$ cat src/rtl/dma_seq_pkg.sv
// Constants, types and carriers shared by the four-channel transfer sequencer
package dma_seq_pkg;
	localparam int NCH = 4;
	localparam logic [3:0] REG_CMD      = 4'h8;
	localparam logic [3:0] REG_STATUS   = 4'h8;
	localparam logic [3:0] REG_REQ      = 4'h9;
	localparam logic [3:0] REG_MASK_ONE = 4'ha;
	localparam logic [3:0] REG_MODE     = 4'hb;
	localparam logic [3:0] REG_CLR_PTR  = 4'hc;
	localparam logic [3:0] REG_MCLR     = 4'hd;
	localparam logic [3:0] REG_TEMP     = 4'hd;
	localparam logic [3:0] REG_CLR_MASK = 4'he;
	localparam logic [3:0] REG_MASK_ALL = 4'hf;
	localparam int CMD_M2M      = 0;
	localparam int CMD_HOLD0    = 1;
	localparam int CMD_DISABLE  = 2;
	localparam int SET_BIT      = 2;
	localparam logic [3:0]  MASK_RESET = 4'hf;
	localparam logic [15:0] CNT_ZERO   = 16'h0000;
	localparam logic [1:0] XF_VERIFY  = 2'h0;
	localparam logic [1:0] XF_WRITE   = 2'h1;
	localparam logic [1:0] XF_READ    = 2'h2;
	localparam logic [1:0] MD_DEMAND  = 2'h0;
	localparam logic [1:0] MD_SINGLE  = 2'h1;
	localparam logic [1:0] MD_BLOCK   = 2'h2;
	localparam logic [1:0] MD_CASCADE = 2'h3;

	typedef enum logic [14:0] {
		ST_IDLE = 15'h0001,
		ST_HOLD = 15'h0002,
		ST_S1   = 15'h0004,
		ST_S2   = 15'h0008,
		ST_S3   = 15'h0010,
		ST_S4   = 15'h0020,
		ST_WAIT = 15'h0040,
		ST_M11  = 15'h0080,
		ST_M12  = 15'h0100,
		ST_M13  = 15'h0200,
		ST_M14  = 15'h0400,
		ST_M21  = 15'h0800,
		ST_M22  = 15'h1000,
		ST_M23  = 15'h2000,
		ST_M24  = 15'h4000
	} fsm_t;

	typedef struct packed {
		logic [1:0] service;
		logic       step_down;
		logic       auto_reload;
		logic [1:0] xfer;
	} mode_t;

	typedef struct packed {
		logic [15:0] base_addr;
		logic [15:0] base_cnt;
		logic [15:0] cur_addr;
		logic [15:0] cur_cnt;
	} chan_t;

	typedef struct packed {
		logic [3:0] req;
		logic       grant_in;
		logic       ready;
		logic       cs_n;
		logic       ior_n;
		logic       iow_n;
		logic [3:0] sel;
		logic [7:0] data;
		logic       eos_n;
	} pins_t;
endpackage

$ cat src/rtl/dma_sequencer.sv
// Four-channel transfer sequencer with programming port and transfer timing
`timescale 1ns/1ns
module dma_sequencer (
	input  wire logic        mclk,
	input  wire logic        rst_n,
	input  wire logic [3:0]  channel_request,
	input  wire logic        hold_grant,
	input  wire logic        ready,
	input  wire logic        cs_n,
	input  wire logic [3:0]  register_select_lines,
	input  wire logic        io_read_strobe_n_in,
	output logic             io_read_strobe_n_out,
	output logic             io_read_strobe_oe,
	input  wire logic        io_write_strobe_n_in,
	output logic             io_write_strobe_n_out,
	output logic             io_write_strobe_oe,
	input  wire logic [7:0]  data_in,
	output logic      [7:0]  data_out,
	output logic             data_oe,
	input  wire logic        end_of_service_n_in,
	output logic             end_of_service_n_out,
	output logic             end_of_service_oe,
	output logic             bus_hold_request,
	output logic      [3:0]  channel_grant,
	output logic      [15:0] address_out,
	output logic             address_oe,
	output logic             memory_read_strobe_n,
	output logic             memory_write_strobe_n,
	output logic             terminal_count
);
	typedef struct packed {
		dma_seq_pkg::pins_t                s1;
		dma_seq_pkg::pins_t                s2;
		logic                              iow_prev;
		logic                              ior_prev;
		dma_seq_pkg::fsm_t                 fsm;
		logic [1:0]                        ch;
		logic                              m2m;
		logic                              cascade;
		dma_seq_pkg::chan_t [3:0]          chan;
		dma_seq_pkg::mode_t [3:0]          mode;
		logic [7:0]                        command;
		logic [3:0]                        mask;
		logic [3:0]                        sw_req;
		logic [3:0]                        tc_stat;
		logic                              ptr;
		logic [7:0]                        temp;
		logic [7:0]                        dout;
		logic                              dout_oe;
		logic                              hold;
		logic                              tc_out;
	} st_t;

	st_t              st;
	st_t              next_st;
	logic [1:0]       rst_q;
	logic             rst_n_sync;
	logic [3:0]       valid_req;
	logic [3:0]       pick_grant;
	logic [1:0]       pick_index;
	logic             pick_any;
	logic             buf_in_valid;
	logic             buf_in_ready;
	logic             buf_out_valid;
	logic             buf_out_ready;
	logic [7:0]       buf_out_data;
	logic             prog;
	logic             wr_edge;
	logic             rd_edge;
	logic             working;
	logic             active;
	logic [1:0]       xf;
	logic [1:0]       addr_ch;

	always_ff @(posedge mclk or negedge rst_n) begin
		if (!rst_n) begin
			rst_q <= 2'h0;
		end else begin
			rst_q <= {rst_q[0], 1'b1};
		end
	end
	assign rst_n_sync = rst_q[1];

	// Disable command blocks every request
	assign valid_req = st.command[dma_seq_pkg::CMD_DISABLE] ? 4'h0 :
		((st.s2.req & ~st.mask) | st.sw_req);

	fixed_priority #(.N(dma_seq_pkg::NCH)) u_pick (
		.req   (valid_req),
		.grant (pick_grant),
		.index (pick_index),
		.any   (pick_any)
	);

	two_entry_buffer #(.WIDTH(8)) u_buf (
		.mclk      (mclk),
		.rst_n     (rst_n_sync),
		.in_valid  (buf_in_valid),
		.in_ready  (buf_in_ready),
		.in_data   (st.s2.data),
		.out_valid (buf_out_valid),
		.out_ready (buf_out_ready),
		.out_data  (buf_out_data)
	);

	assign buf_in_valid  = (st.fsm == dma_seq_pkg::ST_M14);
	assign buf_out_ready = (st.fsm == dma_seq_pkg::ST_M24);

	// Programming condition
	assign prog    = !st.s2.cs_n && !st.s2.grant_in &&
		(st.fsm == dma_seq_pkg::ST_IDLE || st.fsm == dma_seq_pkg::ST_HOLD);
	assign wr_edge = prog && !st.s2.iow_n && st.iow_prev;
	assign rd_edge = prog && !st.s2.ior_n && st.ior_prev;

	// Advance one channel by a transfer
	function automatic dma_seq_pkg::chan_t advance(dma_seq_pkg::chan_t c,
		dma_seq_pkg::mode_t m, logic keep_addr);
		dma_seq_pkg::chan_t r;
		r = c;
		if (!keep_addr) begin
			r.cur_addr = m.step_down ? c.cur_addr - 16'h0001 : c.cur_addr + 16'h0001;
		end
		r.cur_cnt = c.cur_cnt - 16'h0001;
		return r;
	endfunction

	// Close a service that ended by end of service
	function automatic st_t close_service(st_t v, logic [1:0] c);
		st_t r;
		r = v;
		if (v.mode[c].auto_reload) begin
			r.chan[c].cur_addr = v.chan[c].base_addr;
			r.chan[c].cur_cnt  = v.chan[c].base_cnt;
		end else begin
			r.mask[c]    = 1'b1;
			r.tc_stat[c] = 1'b1;
		end
		r.sw_req[c] = 1'b0;
		return r;
	endfunction

	always_comb begin
		logic tc;
		logic eos;
		logic [1:0] c;
		tc = 1'b0;
		eos = 1'b0;
		c = 2'h0;
		next_st = st;
		next_st.s1       = {channel_request, hold_grant, ready, cs_n, io_read_strobe_n_in,
			io_write_strobe_n_in, register_select_lines, data_in, end_of_service_n_in};
		next_st.s2       = st.s1;
		next_st.iow_prev = st.s2.iow_n;
		next_st.ior_prev = st.s2.ior_n;
		next_st.tc_out   = 1'b0;
		c = st.s2.sel[2:1];

		if (wr_edge) begin
			if (!st.s2.sel[3]) begin
				if (st.s2.sel[0]) begin
					if (st.ptr) begin
						next_st.chan[c].cur_cnt[15:8]  = st.s2.data;
						next_st.chan[c].base_cnt[15:8] = st.s2.data;
					end else begin
						next_st.chan[c].cur_cnt[7:0]  = st.s2.data;
						next_st.chan[c].base_cnt[7:0] = st.s2.data;
					end
				end else if (st.ptr) begin
					next_st.chan[c].cur_addr[15:8]  = st.s2.data;
					next_st.chan[c].base_addr[15:8] = st.s2.data;
				end else begin
					next_st.chan[c].cur_addr[7:0]  = st.s2.data;
					next_st.chan[c].base_addr[7:0] = st.s2.data;
				end
				next_st.ptr = !st.ptr;
			end else begin
				case (st.s2.sel)
					dma_seq_pkg::REG_CMD: next_st.command = st.s2.data;
					dma_seq_pkg::REG_REQ:
						next_st.sw_req[st.s2.data[1:0]] = st.s2.data[dma_seq_pkg::SET_BIT];
					dma_seq_pkg::REG_MASK_ONE:
						next_st.mask[st.s2.data[1:0]] = st.s2.data[dma_seq_pkg::SET_BIT];
					dma_seq_pkg::REG_MODE:
						next_st.mode[st.s2.data[1:0]] = dma_seq_pkg::mode_t'(st.s2.data[7:2]);
					dma_seq_pkg::REG_CLR_PTR: next_st.ptr = 1'b0;
					dma_seq_pkg::REG_MCLR: begin
						next_st.command = 8'h00;
						next_st.sw_req  = 4'h0;
						next_st.tc_stat = 4'h0;
						next_st.mask    = dma_seq_pkg::MASK_RESET;
						next_st.ptr     = 1'b0;
						next_st.temp    = 8'h00;
						next_st.hold    = 1'b0;
						next_st.fsm     = dma_seq_pkg::ST_IDLE;
					end
					dma_seq_pkg::REG_CLR_MASK: next_st.mask = 4'h0;
					dma_seq_pkg::REG_MASK_ALL: next_st.mask = st.s2.data[3:0];
					default: next_st.command = st.command;
				endcase
			end
		end

		if (rd_edge) begin
			if (!st.s2.sel[3]) begin
				if (st.s2.sel[0]) begin
					next_st.dout = st.ptr ? st.chan[c].cur_cnt[15:8] : st.chan[c].cur_cnt[7:0];
				end else begin
					next_st.dout = st.ptr ? st.chan[c].cur_addr[15:8] : st.chan[c].cur_addr[7:0];
				end
				next_st.ptr = !st.ptr;
			end else if (st.s2.sel == dma_seq_pkg::REG_STATUS) begin
				next_st.dout    = {st.s2.req | st.sw_req, st.tc_stat};
				next_st.tc_stat = 4'h0;
			end else if (st.s2.sel == dma_seq_pkg::REG_TEMP) begin
				next_st.dout = st.temp;
			end else begin
				next_st.dout = 8'h00;
			end
		end

		case (st.fsm)
			dma_seq_pkg::ST_IDLE: begin
				if (pick_any && !st.s2.grant_in && !wr_edge) begin
					next_st.hold = 1'b1;
					next_st.fsm  = dma_seq_pkg::ST_HOLD;
				end
			end
			dma_seq_pkg::ST_HOLD: begin
				if (!pick_any) begin
					next_st.hold = 1'b0;
					next_st.fsm  = dma_seq_pkg::ST_IDLE;
				end else if (st.s2.grant_in) begin
					next_st.ch      = pick_index;
					next_st.m2m     = st.command[dma_seq_pkg::CMD_M2M] && pick_grant[0] &&
						st.sw_req[0];
					next_st.cascade = (st.mode[pick_index].service == dma_seq_pkg::MD_CASCADE);
					next_st.fsm     = next_st.m2m ? dma_seq_pkg::ST_M11 : dma_seq_pkg::ST_S1;
				end
			end
			dma_seq_pkg::ST_S1: begin
				if (!st.cascade) begin
					next_st.fsm = dma_seq_pkg::ST_S2;
				end else if (!st.s2.req[st.ch]) begin
					next_st.hold = 1'b0;
					next_st.fsm  = dma_seq_pkg::ST_IDLE;
				end
			end
			dma_seq_pkg::ST_S2: next_st.fsm = dma_seq_pkg::ST_S3;
			dma_seq_pkg::ST_S3: begin
				if (!st.s2.ready && xf != dma_seq_pkg::XF_VERIFY) begin
					next_st.fsm = dma_seq_pkg::ST_WAIT;
				end else begin
					next_st.fsm = dma_seq_pkg::ST_S4;
				end
			end
			dma_seq_pkg::ST_WAIT: begin
				if (st.s2.ready) begin
					next_st.fsm = dma_seq_pkg::ST_S4;
				end
			end
			dma_seq_pkg::ST_S4: begin
				tc  = (st.chan[st.ch].cur_cnt == dma_seq_pkg::CNT_ZERO);
				eos = tc || !st.s2.eos_n;
				next_st.chan[st.ch] = advance(st.chan[st.ch], st.mode[st.ch], 1'b0);
				next_st.tc_out = tc;
				next_st.fsm    = dma_seq_pkg::ST_IDLE;
				next_st.hold   = 1'b0;
				if (st.mode[st.ch].service == dma_seq_pkg::MD_BLOCK && !eos) begin
					next_st.fsm  = dma_seq_pkg::ST_S2;
					next_st.hold = 1'b1;
				end
				if (st.mode[st.ch].service == dma_seq_pkg::MD_DEMAND && !eos &&
					st.s2.req[st.ch]) begin
					next_st.fsm  = dma_seq_pkg::ST_S2;
					next_st.hold = 1'b1;
				end
				if (eos) begin
					next_st = close_service(next_st, st.ch);
				end
			end
			dma_seq_pkg::ST_M11: next_st.fsm = dma_seq_pkg::ST_M12;
			dma_seq_pkg::ST_M12: next_st.fsm = dma_seq_pkg::ST_M13;
			dma_seq_pkg::ST_M13: next_st.fsm = dma_seq_pkg::ST_M14;
			dma_seq_pkg::ST_M14: begin
				if (buf_in_ready) begin
					next_st.temp    = st.s2.data;
					next_st.chan[0] = advance(st.chan[0], st.mode[0],
						st.command[dma_seq_pkg::CMD_HOLD0]);
					next_st.fsm     = dma_seq_pkg::ST_M21;
				end
			end
			dma_seq_pkg::ST_M21: next_st.fsm = dma_seq_pkg::ST_M22;
			dma_seq_pkg::ST_M22: next_st.fsm = dma_seq_pkg::ST_M23;
			dma_seq_pkg::ST_M23: next_st.fsm = dma_seq_pkg::ST_M24;
			dma_seq_pkg::ST_M24: begin
				tc  = (st.chan[1].cur_cnt == dma_seq_pkg::CNT_ZERO);
				eos = tc || !st.s2.eos_n;
				next_st.chan[1] = advance(st.chan[1], st.mode[1], 1'b0);
				next_st.tc_out  = tc;
				next_st.fsm     = dma_seq_pkg::ST_M11;
				if (eos) begin
					next_st      = close_service(next_st, 2'h1);
					next_st      = close_service(next_st, 2'h0);
					next_st.m2m  = 1'b0;
					next_st.hold = 1'b0;
					next_st.fsm  = dma_seq_pkg::ST_IDLE;
				end
			end
			default: next_st.fsm = dma_seq_pkg::ST_IDLE;
		endcase

		if (next_st.fsm inside {dma_seq_pkg::ST_M21, dma_seq_pkg::ST_M22,
			dma_seq_pkg::ST_M23, dma_seq_pkg::ST_M24}) begin
			next_st.dout    = buf_out_data;
			next_st.dout_oe = 1'b1;
		end else begin
			next_st.dout_oe = prog && !st.s2.ior_n;
		end
	end

	always_ff @(posedge mclk or negedge rst_n_sync) begin
		if (!rst_n_sync) begin
			st          <= '0;
			st.s1.cs_n  <= 1'b1;
			st.s1.ior_n <= 1'b1;
			st.s1.iow_n <= 1'b1;
			st.s1.eos_n <= 1'b1;
			st.s2.cs_n  <= 1'b1;
			st.s2.ior_n <= 1'b1;
			st.s2.iow_n <= 1'b1;
			st.s2.eos_n <= 1'b1;
			st.fsm      <= dma_seq_pkg::ST_IDLE;
			st.mask     <= dma_seq_pkg::MASK_RESET;
		end else begin
			st <= next_st;
		end
	end

	assign xf      = st.mode[st.ch].xfer;
	assign working = st.fsm inside {dma_seq_pkg::ST_S2, dma_seq_pkg::ST_S3,
		dma_seq_pkg::ST_WAIT, dma_seq_pkg::ST_S4};
	assign active  = !(st.fsm inside {dma_seq_pkg::ST_IDLE, dma_seq_pkg::ST_HOLD}) && !st.cascade;
	assign addr_ch = (st.fsm inside {dma_seq_pkg::ST_M21, dma_seq_pkg::ST_M22,
		dma_seq_pkg::ST_M23, dma_seq_pkg::ST_M24}) ? 2'h1 : st.ch;

	// Outside memory-to-memory, strobes pair so data passes straight between I/O and memory
	assign io_read_strobe_n_out  = !(xf == dma_seq_pkg::XF_WRITE && working && !st.m2m);
	assign io_write_strobe_n_out = !(xf == dma_seq_pkg::XF_READ && !st.m2m &&
		(working && st.fsm != dma_seq_pkg::ST_S2));
	assign memory_read_strobe_n  = !((st.fsm inside {dma_seq_pkg::ST_M12, dma_seq_pkg::ST_M13,
		dma_seq_pkg::ST_M14}) || (xf == dma_seq_pkg::XF_READ && working && !st.m2m));
	assign memory_write_strobe_n = !((st.fsm inside {dma_seq_pkg::ST_M22, dma_seq_pkg::ST_M23,
		dma_seq_pkg::ST_M24}) || (xf == dma_seq_pkg::XF_WRITE && !st.m2m &&
		working && st.fsm != dma_seq_pkg::ST_S2));
	assign io_read_strobe_oe     = active;
	assign io_write_strobe_oe    = active;
	assign address_oe            = active;
	assign address_out           = st.chan[addr_ch].cur_addr;
	assign channel_grant         = (st.fsm inside {dma_seq_pkg::ST_IDLE, dma_seq_pkg::ST_HOLD}
		|| st.m2m) ? 4'h0 : (4'h1 << st.ch);
	assign bus_hold_request      = st.hold;
	assign terminal_count        = st.tc_out;
	assign end_of_service_n_out  = 1'b0;
	assign end_of_service_oe     = st.tc_out;
	assign data_out              = st.dout;
	assign data_oe               = st.dout_oe;
endmodule // dma_sequencer

$ cat src/rtl/fixed_priority.sv
// Fixed priority picker, lowest channel number wins
`timescale 1ns/1ns
module fixed_priority #(
	parameter int N = 4
) (
	input  wire logic [N-1:0]         req,
	output logic      [N-1:0]         grant,
	output logic      [$clog2(N)-1:0] index,
	output logic                      any
);
	logic [N:0] higher;

	assign higher[0] = 1'b0;
	genvar i;
	generate
		for (i = 0; i < N; i++) begin : g_pick
			assign grant[i]    = req[i] & ~higher[i];
			assign higher[i+1] = higher[i] | req[i];
		end
	endgenerate
	assign any = higher[N];

	always_comb begin
		index = '0;
		for (int k = N - 1; k >= 0; k--) begin
			if (req[k]) begin
				index = k[$clog2(N)-1:0];
			end
		end
	end
endmodule // fixed_priority

$ cat src/rtl/two_entry_buffer.sv
// Two-entry buffer with valid and ready on both sides
`timescale 1ns/1ns
module two_entry_buffer #(
	parameter int WIDTH = 8
) (
	input  wire logic             mclk,
	input  wire logic             rst_n,
	input  wire logic             in_valid,
	output logic                  in_ready,
	input  wire logic [WIDTH-1:0] in_data,
	output logic                  out_valid,
	input  wire logic             out_ready,
	output logic      [WIDTH-1:0] out_data
);
	typedef struct packed {
		logic [1:0][WIDTH-1:0] slot;
		logic [1:0]            fill;
	} buf_t;

	buf_t st;
	buf_t next_st;
	logic push;
	logic pop;

	assign in_ready  = (st.fill != 2'h2);
	assign out_valid = (st.fill != 2'h0);
	assign out_data  = st.slot[0];
	assign push      = in_valid & in_ready;
	assign pop       = out_valid & out_ready;

	always_comb begin
		next_st = st;
		if (pop) begin
			next_st.slot[0] = st.slot[1];
		end
		if (push) begin
			if (st.fill == 2'h0 || (st.fill == 2'h1 && pop)) begin
				next_st.slot[0] = in_data;
			end else begin
				next_st.slot[1] = in_data;
			end
		end
		next_st.fill = st.fill + {1'b0, push} - {1'b0, pop};
	end

	always_ff @(posedge mclk or negedge rst_n) begin
		if (!rst_n) begin
			st <= '0;
		end else begin
			st <= next_st;
		end
	end
endmodule // two_entry_buffer

$ cat config.mk
export PLATFORM = sky130hd
export DESIGN_NAME = dma_sequencer
export DESIGN_NICKNAME = d
export VERILOG_FILES = /design/src/rtl/dma_seq_pkg.sv /design/src/rtl/dma_sequencer.sv /design/src/rtl/fixed_priority.sv /design/src/rtl/two_entry_buffer.sv
export SDC_FILE = /design/constraint.sdc
export NUM_CORES = 1
export LEC_CHECK = 0
export BUFFER_PORTS_ARGS = -buffer_cell sky130_fd_sc_hd__buf_2
export CORE_MARGIN = 2
export CORE_UTILIZATION = 48
export DETAILED_ROUTE_END_ITERATION = 8
export MAX_ROUTING_LAYER = met4
export PLACE_DENSITY_LB_ADDON = 0.05
export SLEW_MARGIN = 20
export SYNTH_ARGS = -nofsm -noshare
export SYNTH_HDL_FRONTEND = slang
export SYNTH_SLANG_ARGS = --single-unit
$ cat constraint.sdc
create_clock -name mclk -period 38.1 [get_ports mclk]
set_input_delay 5.715 -clock mclk [delete_from_list [all_inputs] [get_ports mclk]]
set_output_delay 5.715 -clock mclk [all_outputs]
set_load 0.05 [all_outputs]
==> flow_metrics.env, run 1 <==
export IMPL_drv_cap=0
export IMPL_crit_arrival_ns=4.21
export IMPL_crit_path_top_delay_cell="nor3_1"
export IMPL_critical_path_depth=9
export IMPL_cts_sinks=400
export IMPL_fin_area_sq_mm=0.0276
export IMPL_crit_start="st[330]$_DFF_PN0_"
export IMPL_post_synth_top_area_cell="dfrtp_1"
export IMPL_fin_crit_ns=9.93
export IMPL_core_area_sq_mm=0.0515
export IMPL_antenna_found_initial=0
export IMPL_die_y_microns=233
export IMPL_first_pass_iters=5
export IMPL_synthDistinctLibCells=93
export IMPL_grt_pass1_vias=21400
export IMPL_synthTopCellsByCount="dfrtp_1, nand2_1, nor2_1, a21oi_1, o21ai_0"
export IMPL_wl_per_cell_microns=29.8
export IMPL_ir_drop_uv=55.2
export IMPL_skew_ns=0.0195
export IMPL_status="finished clean"
export IMPL_path_delay_family="simple AND/OR/NAND/NOR gates"
export IMPL_synthFlopType="dfrtp_1"
export IMPL_cts_max_level=2
export IMPL_num_vias=22600
export IMPL_hpwl_mm=67.1
export IMPL_drive_gt1_share_pct=18.0
export IMPL_grt_pass1_wl_mm=147
export IMPL_setup_violations=0
export IMPL_area_delta_synth_final_pct=9.89
export IMPL_holdWs_ns=0.346
export IMPL_rsz0062_at_grt="no"
export IMPL_slowest_delay_ns=0.68
export IMPL_drt_wl_total_mm=100
export IMPL_endpoint_kind="output port"
export IMPL_slew_headroom_pct=20.1
export IMPL_nFillCells=4736
export IMPL_syn_inst=2667
export IMPL_max_freq_ghz=0.101
export IMPL_gr_total_overflow=0
export IMPL_syn_area_sq_mm=0.0251
export IMPL_cts_buffers_inserted=47
export IMPL_regArea_sq_mm=0.0100
export IMPL_crit_buf_inv=2
export IMPL_async_flop_share_pct=100
export IMPL_ys_ff_latch=400
export IMPL_chipWidth_microns=233
export IMPL_netlist_area_leader_share_pct=38.5
export IMPL_synth_most_common_cell="dfrtp_1"
export IMPL_cts_tree="built"
export IMPL_synthTopCellsByArea="dfrtp_1, mux2_2, mux4_2"
export IMPL_viasPerCell=6.71
export IMPL_leakagePower_nw=12.4
export IMPL_clk_pin_slew_worst_paths_ns=0.06
export IMPL_synth_edf_count=0
export IMPL_clk_latency_ns=0.60
export IMPL_startpoint_type="register"
export IMPL_slew_violations=0
export IMPL_io_buffers=62
export IMPL_rrSetupSlack_ns=31.89
export IMPL_r2r_cells=12
export IMPL_r2r_end="st[146]$_DFF_PN0_"
export IMPL_multiInputGateArea_sq_mm=0.0143
export IMPL_worstPathMaxFanout=23
export IMPL_synth_seq_area_share_pct=39.9
export IMPL_grt_util_all_layers_pct=38.2
export IMPL_worstSetupEndpoint="address_out[13]"
export IMPL_syn_area_per_cell_sq_um=9.42
export IMPL_finalHoldViolCount=0
export IMPL_tightest_slew_ns=1.19
export IMPL_post_cts_resized=0
export IMPL_min_path_type="reg -> reg"
export IMPL_critical_path_class="reg -> out"
export IMPL_dieArea_sq_mm=0.0542
export IMPL_cts_setup_buffers=0
export IMPL_finalSetupTns_ns=0
export IMPL_remaining_drc_errors=0
export IMPL_initial_utilization_pct=48.8
export IMPL_syn_nets=2741
export IMPL_yosys_warnings=0
export IMPL_ios=64
export IMPL_grt_max_degree=78
export IMPL_path_cells="nor3_1 -> and3_1 -> nand3_1 -> o21a_1 -> buf_4 -> nand2_1 -> o22ai_1 -> nor2_1 -> buf_2"
export IMPL_power_density_mw_per_mm2=63.9
export IMPL_fin_nets=2721
export IMPL_place_congestion=0.979
export IMPL_fin_crit_sh_pct=26.1
export IMPL_r2r_start="st[323]$_DFFE_PN0P_"
export IMPL_placed_area_sq_mm=0.0261
export IMPL_fp_row_count=83
export IMPL_cp_required_ns=32.38
export IMPL_ant_nets=0
export IMPL_cts_buffer_depth=3
export IMPL_drt_initial_drc_count=2885
export IMPL_cts_root_buf="clkbuf_16"
export IMPL_hold_buffers=0
-- placed cells by master, fill, tap and decap left out, types with 14 or more instances in the layout --
cell       instances
mux4_2            70
xnor2_1           43
o211ai_1          41
or3_1             17
ha_1              47
a211oi_1          52
clkbuf_16         47
nand2b_1          17
nor4_1            14
nor2_1           225
a21o_1            28
buf_4             59
nand2_1          357
buf_2             62
nand3_1           41
o22ai_1           33
o21ai_0          184
nor3_1            32
mux2_2           141
dfrtp_1          382
xor2_1            33
inv_1             37
o21ai_1           19
a22oi_1           17
nor2b_1           26
mux2i_1          102
a31oi_1           31
and3_1            15
o22a_1            15
a21oi_1          199
-- cell families after synthesis --
| logic type | after synthesis | share of synthesized area (%) |
|---|---|---|
| AND/OR/NAND/NOR | 828 | 14.9 |
| AO/OA/AOI/OAI | 766 | 19.5 |
| flip-flops | 400 | 39.9 |
| multiplexers | 313 | 16.7 |
| buffers and inverters | 232 | 3.82 |
| XOR/XNOR | 76 | 2.65 |
| adder cells (fa/ha/maj) | 50 | 2.58 |
| other | 2 | 0.0299 |
-- worst min-delay path by stage --
stage,start,to,depth (start not counted)
2_1_floorplan,rst_q[0]$_DFF_PN0_,rst_q[1]$_DFF_PN0_,0
3_3_place_gp,st[372]$_DFF_PN0_,st[350]$_DFF_PN0_,0
3_5_place_dp,st[370]$_DFF_PN0_,st[348]$_DFF_PN0_,0
4_1_cts,st[383]$_DFF_PN0_,st[361]$_DFF_PN0_,0
5_1_grt,st[378]$_DFF_PN1_,st[356]$_DFF_PN1_,0
6_report,st[383]$_DFF_PN0_,st[361]$_DFF_PN0_,0
-- area by class of cell --
cell class / count / share of cell area, %
Inverter: 39 / 0.530
Timing Repair Buffer: 124 / 2.88
Multi-Input combinational cell: 2035 / 51.6
Tap cell: 680 / 3.08
Antenna cell: 1 / 0.00906
Clock inverter: 15 / 0.657
Sequential cell: 400 / 36.4
Clock buffer: 68 / 4.84
-- stage by stage --
stage               power [mW]  std cells  util [%]  setup slack (ns)
finish                    1.77       3362      53.6             28.17
global route              1.84       3361      53.6             27.97
CTS                       1.75       3360      53.5             28.25
detailed placement        1.29       3277      50.6             28.89
global placement          1.28       3277      50.5             28.86
floorplan                 1.04       2667         -             26.15
-- per-layer routing --
layer / track usage, % / vias up / routed length, microns
li1: - / 9756 / -
met1: 52.8 / 11200 / 41700
met2: 54.1 / 1337 / 42900
met3: 8.53 / 266 / 10800
met4: 16.1 / 0 / 4790
met5: - / - / 0
-- power by group --
group,internal (mW),switching (mW)
Combinational,0.238,0.556
Sequential,0.459,0.0529
Clock,0.269,0.191
Total,0.966,0.800
-- flip-flops by register name, summed over array words and instances, names as in the netlist, named ones only --
name	cells
st	349
u_buf.st	10
data_out	8
u_buf.out_data	8
rst_q	2
bus_hold_request	1
data_oe	1
end_of_service_oe	1
No activity file was read; power rests on OpenSTA's default activity.
==> run 2, diff against run 1 <==
--- a/config.mk
+++ b/config.mk
@@ -5,6 +5,7 @@
 export SDC_FILE = /design/constraint.sdc
 export NUM_CORES = 1
 export LEC_CHECK = 0
+export ABC_AREA = 1
 export BUFFER_PORTS_ARGS = -buffer_cell sky130_fd_sc_hd__buf_2
 export CORE_MARGIN = 2
 export CORE_UTILIZATION = 48
==> constraint.sdc (replaced) <==
create_clock -name mclk -period 8.6 [get_ports mclk]
set_input_delay 1.29 -clock mclk [delete_from_list [all_inputs] [get_ports mclk]]
set_output_delay 1.29 -clock mclk [all_outputs]
set_load 0.05 [all_outputs]
==> flow_metrics.env, run 2 <==
export IMPL_slew_headroom_pct=21.4
export IMPL_status="finished clean"
export IMPL_cts_tree="built"
export IMPL_first_pass_iters=7
export IMPL_leakagePower_nw=14.2
export IMPL_synthTopCellsByArea="dfrtp_1, a21oi_1, nand2_1"
export IMPL_ys_ff_latch=400
export IMPL_holdWs_ns=0.346
export IMPL_remaining_drc_errors=0
export IMPL_die_y_microns=238
export IMPL_synthTopCellsByCount="nand2_1, a21oi_1, inv_1, nor2_1, dfrtp_1"
export IMPL_grt_util_all_layers_pct=42.8
export IMPL_post_cts_resized=0
export IMPL_area_delta_synth_final_pct=8.64
export IMPL_synth_seq_area_share_pct=38.3
export IMPL_initial_utilization_pct=48.6
export IMPL_ant_nets=0
export IMPL_cts_setup_buffers=0
export IMPL_gr_total_overflow=0
export IMPL_drt_wl_total_mm=118
export IMPL_dieArea_sq_mm=0.0565
export IMPL_clk_latency_ns=0.61
export IMPL_clk_pin_slew_worst_paths_ns=0.06
export IMPL_final_cell_mix="nand2_1, a21oi_1, inv_1, nor2_1, dfrtp_1"
export IMPL_core_area_sq_mm=0.0539
export IMPL_tightest_slew_ns=1.17
export IMPL_regMostFlops="st"
export IMPL_syn_area_per_cell_sq_um=7.18
export IMPL_worstPathMaxFanout=47
export IMPL_viasPerCell=6.42
export IMPL_async_flop_share_pct=100
export IMPL_synth_edf_count=0
export IMPL_min_path_type="reg -> reg"
export IMPL_fp_row_count=85
export IMPL_startpoint_type="register"
export IMPL_max_freq_ghz=0.160
export IMPL_grt_max_degree=172
export IMPL_chipWidth_microns=238
export IMPL_reg_top3="st x349, u_buf.st x10"
export IMPL_place_congestion=1.04
export IMPL_post_synth_top_area_cell="dfrtp_1"
export IMPL_largest_reg_flops=349
export IMPL_cts_root_buf="clkbuf_16"
export IMPL_grt_pass1_wl_mm=174
export IMPL_synth_most_common_cell="nand2_1"
export IMPL_netlist_area_leader_share_pct=36.9
export IMPL_cp_required_ns=7.31
export IMPL_r2r_cells=18
export IMPL_slew_violations=0
export IMPL_antenna_found_initial=4
export IMPL_endpoint_kind="output port"
export IMPL_p_seq_share_pct=27.1
export IMPL_io_buffers=62
export IMPL_yosys_warnings=0
export IMPL_p_clk_share_pct=24.6
export IMPL_finalHoldViolCount=0
export IMPL_critical_path_class="reg -> out"
export IMPL_hpwl_mm=80.5
export IMPL_syn_nets=3725
export IMPL_ir_drop_uv=241
export IMPL_finalSetupTns_ns=0
export IMPL_grt_pass1_vias=26400
export IMPL_wl_per_cell_microns=27.2
export IMPL_cts_sinks=400
export IMPL_setup_violations=0
export IMPL_hold_buffers=0
export IMPL_cts_buffers_inserted=48
export IMPL_whs_path_depth=0
export IMPL_drive_gt1_share_pct=8.63
export IMPL_drv_cap=0
export IMPL_fin_crit_ns=6.24
export IMPL_synthFlopType="dfrtp_1"
export IMPL_ios=64
export IMPL_syn_area_sq_mm=0.0262
export IMPL_syn_inst=3651
export IMPL_cts_max_level=2
export IMPL_fin_crit_sh_pct=72.5
export IMPL_p_int_mw=4.23
export IMPL_skew_ns=0.0126
export IMPL_power_density_mw_per_mm2=300
export IMPL_synthDistinctLibCells=71
export IMPL_rsz0062_at_grt="no"
export IMPL_cts_buffer_depth=3
export IMPL_combPwrFrac_pct=48.3
export IMPL_drt_initial_drc_count=3960
export IMPL_p_switching_mw=4.30
export IMPL_fin_nets=3691
export IMPL_crit_arrival_ns=4.95
export IMPL_num_vias=27900
export IMPL_swShare_pct=50.4
export IMPL_final_common_cell="nand2_1"
run 2: cell types whose count changed in the layout (fill, tap and decap cells not counted), moves of 54 or more:
cell | before | now
nand3_1 | 41 | 162
a21oi_1 | 199 | 467
o22ai_1 | 33 | 130
o21ai_0 | 184 | 254
mux2_2 | 141 | 0
mux4_2 | 70 | 0
o211ai_1 | 41 | 95
nand2_1 | 357 | 590
nor2_1 | 225 | 429
mux2i_1 | 102 | 1
inv_1 | 37 | 453
run 2: path summary, 6_finish.rpt:
path                                startpoint                     to  slack, ns
max in group asynchronous   rst_q[1]$_DFF_PN0_      st[267]$_DFF_PN0_       6.27
hold / removal               st[380]$_DFF_PN0_      st[358]$_DFF_PN0_       0.35
hold reg to reg              st[380]$_DFF_PN0_      st[358]$_DFF_PN0_       0.35
setup reg to reg           st[323]$_DFFE_PN0P_      st[286]$_DFF_PN0_       3.06
min in group asynchronous   rst_q[1]$_DFF_PN0_      st[370]$_DFF_PN0_       0.37
setup / recovery           st[323]$_DFFE_PN0P_  io_write_strobe_n_out       2.36
run 2: power by group through the flow:
stage	registers, mW	logic (mW)	clock network, mW
2_1_floorplan	2.25	2.75	0
3_3_place_gp	2.32	3.94	0
3_5_place_dp	2.32	3.94	0
4_1_cts	2.29	3.96	2.12
5_1_grt	2.32	4.34	2.19
6_report	2.31	4.12	2.10
run 2: layout make-up:
cell class / count / area, sq um
fillers: 5353 / 25400
flip-flops and latches: 400 / 10000
multi-input cells: 2575 / 13500
repair buffers: 114 / 726
diodes: 4 / 10.0
well taps: 696 / 871
clock buffers: 67 / 1350
inverters: 478 / 1800
clock inverters: 17 / 215
run 2: logic make-up after synthesis:
kind of cell	Yosys count	synth area share, %
AO/OA/AOI/OAI	1123	24.9
adder cells (fa/ha/maj)	50	2.47
multiplexers	1	0.0382
XOR/XNOR	49	1.67
AND/OR/NAND/NOR	1350	22.2
other	2	0.0287
flip-flops	400	38.3
buffers and inverters	676	10.4
run 2: metrics by stage:
stage | util (%) | setup WS [ns] | std cells | cell area, sq um | power, mW
after CTS | 52.8 | 2.73 | 4347 | 28500 | 8.36
after global placement | 49.9 | 3.45 | 4263 | 26900 | 6.26
final | 52.8 | 2.36 | 4351 | 28500 | 8.53
after detailed placement | 49.9 | 3.33 | 4263 | 26900 | 6.27
after floorplan | - | 2.09 | 3651 | 26200 | 4.99
after global routing | 52.8 | 2.37 | 4350 | 28500 | 8.84
run 2: worst max-delay path, stage by stage (launching register included):
cell and delay, ns:
dfrtp_1 0.78, inv_2 0.20, nand2_4 0.55, inv_2 0.34, buf_4 0.34, a221oi_1 0.95, inv_1 0.15, nor4_1 0.61
nand2_1 0.09, buf_2 0.23
run 2: per-layer routing:
layer  global-route usage (%)  vias up  wire length (microns)  share of wire [%]
li1                         -    12300                      -                  -
met1                     55.5    13300                  46800                 39
met2                     59.3     1900                  48600                 41
met3                     11.4      494                  14400                 12
met4                     26.7        0                   8720                7.4
met5                        -        -                      0                  0
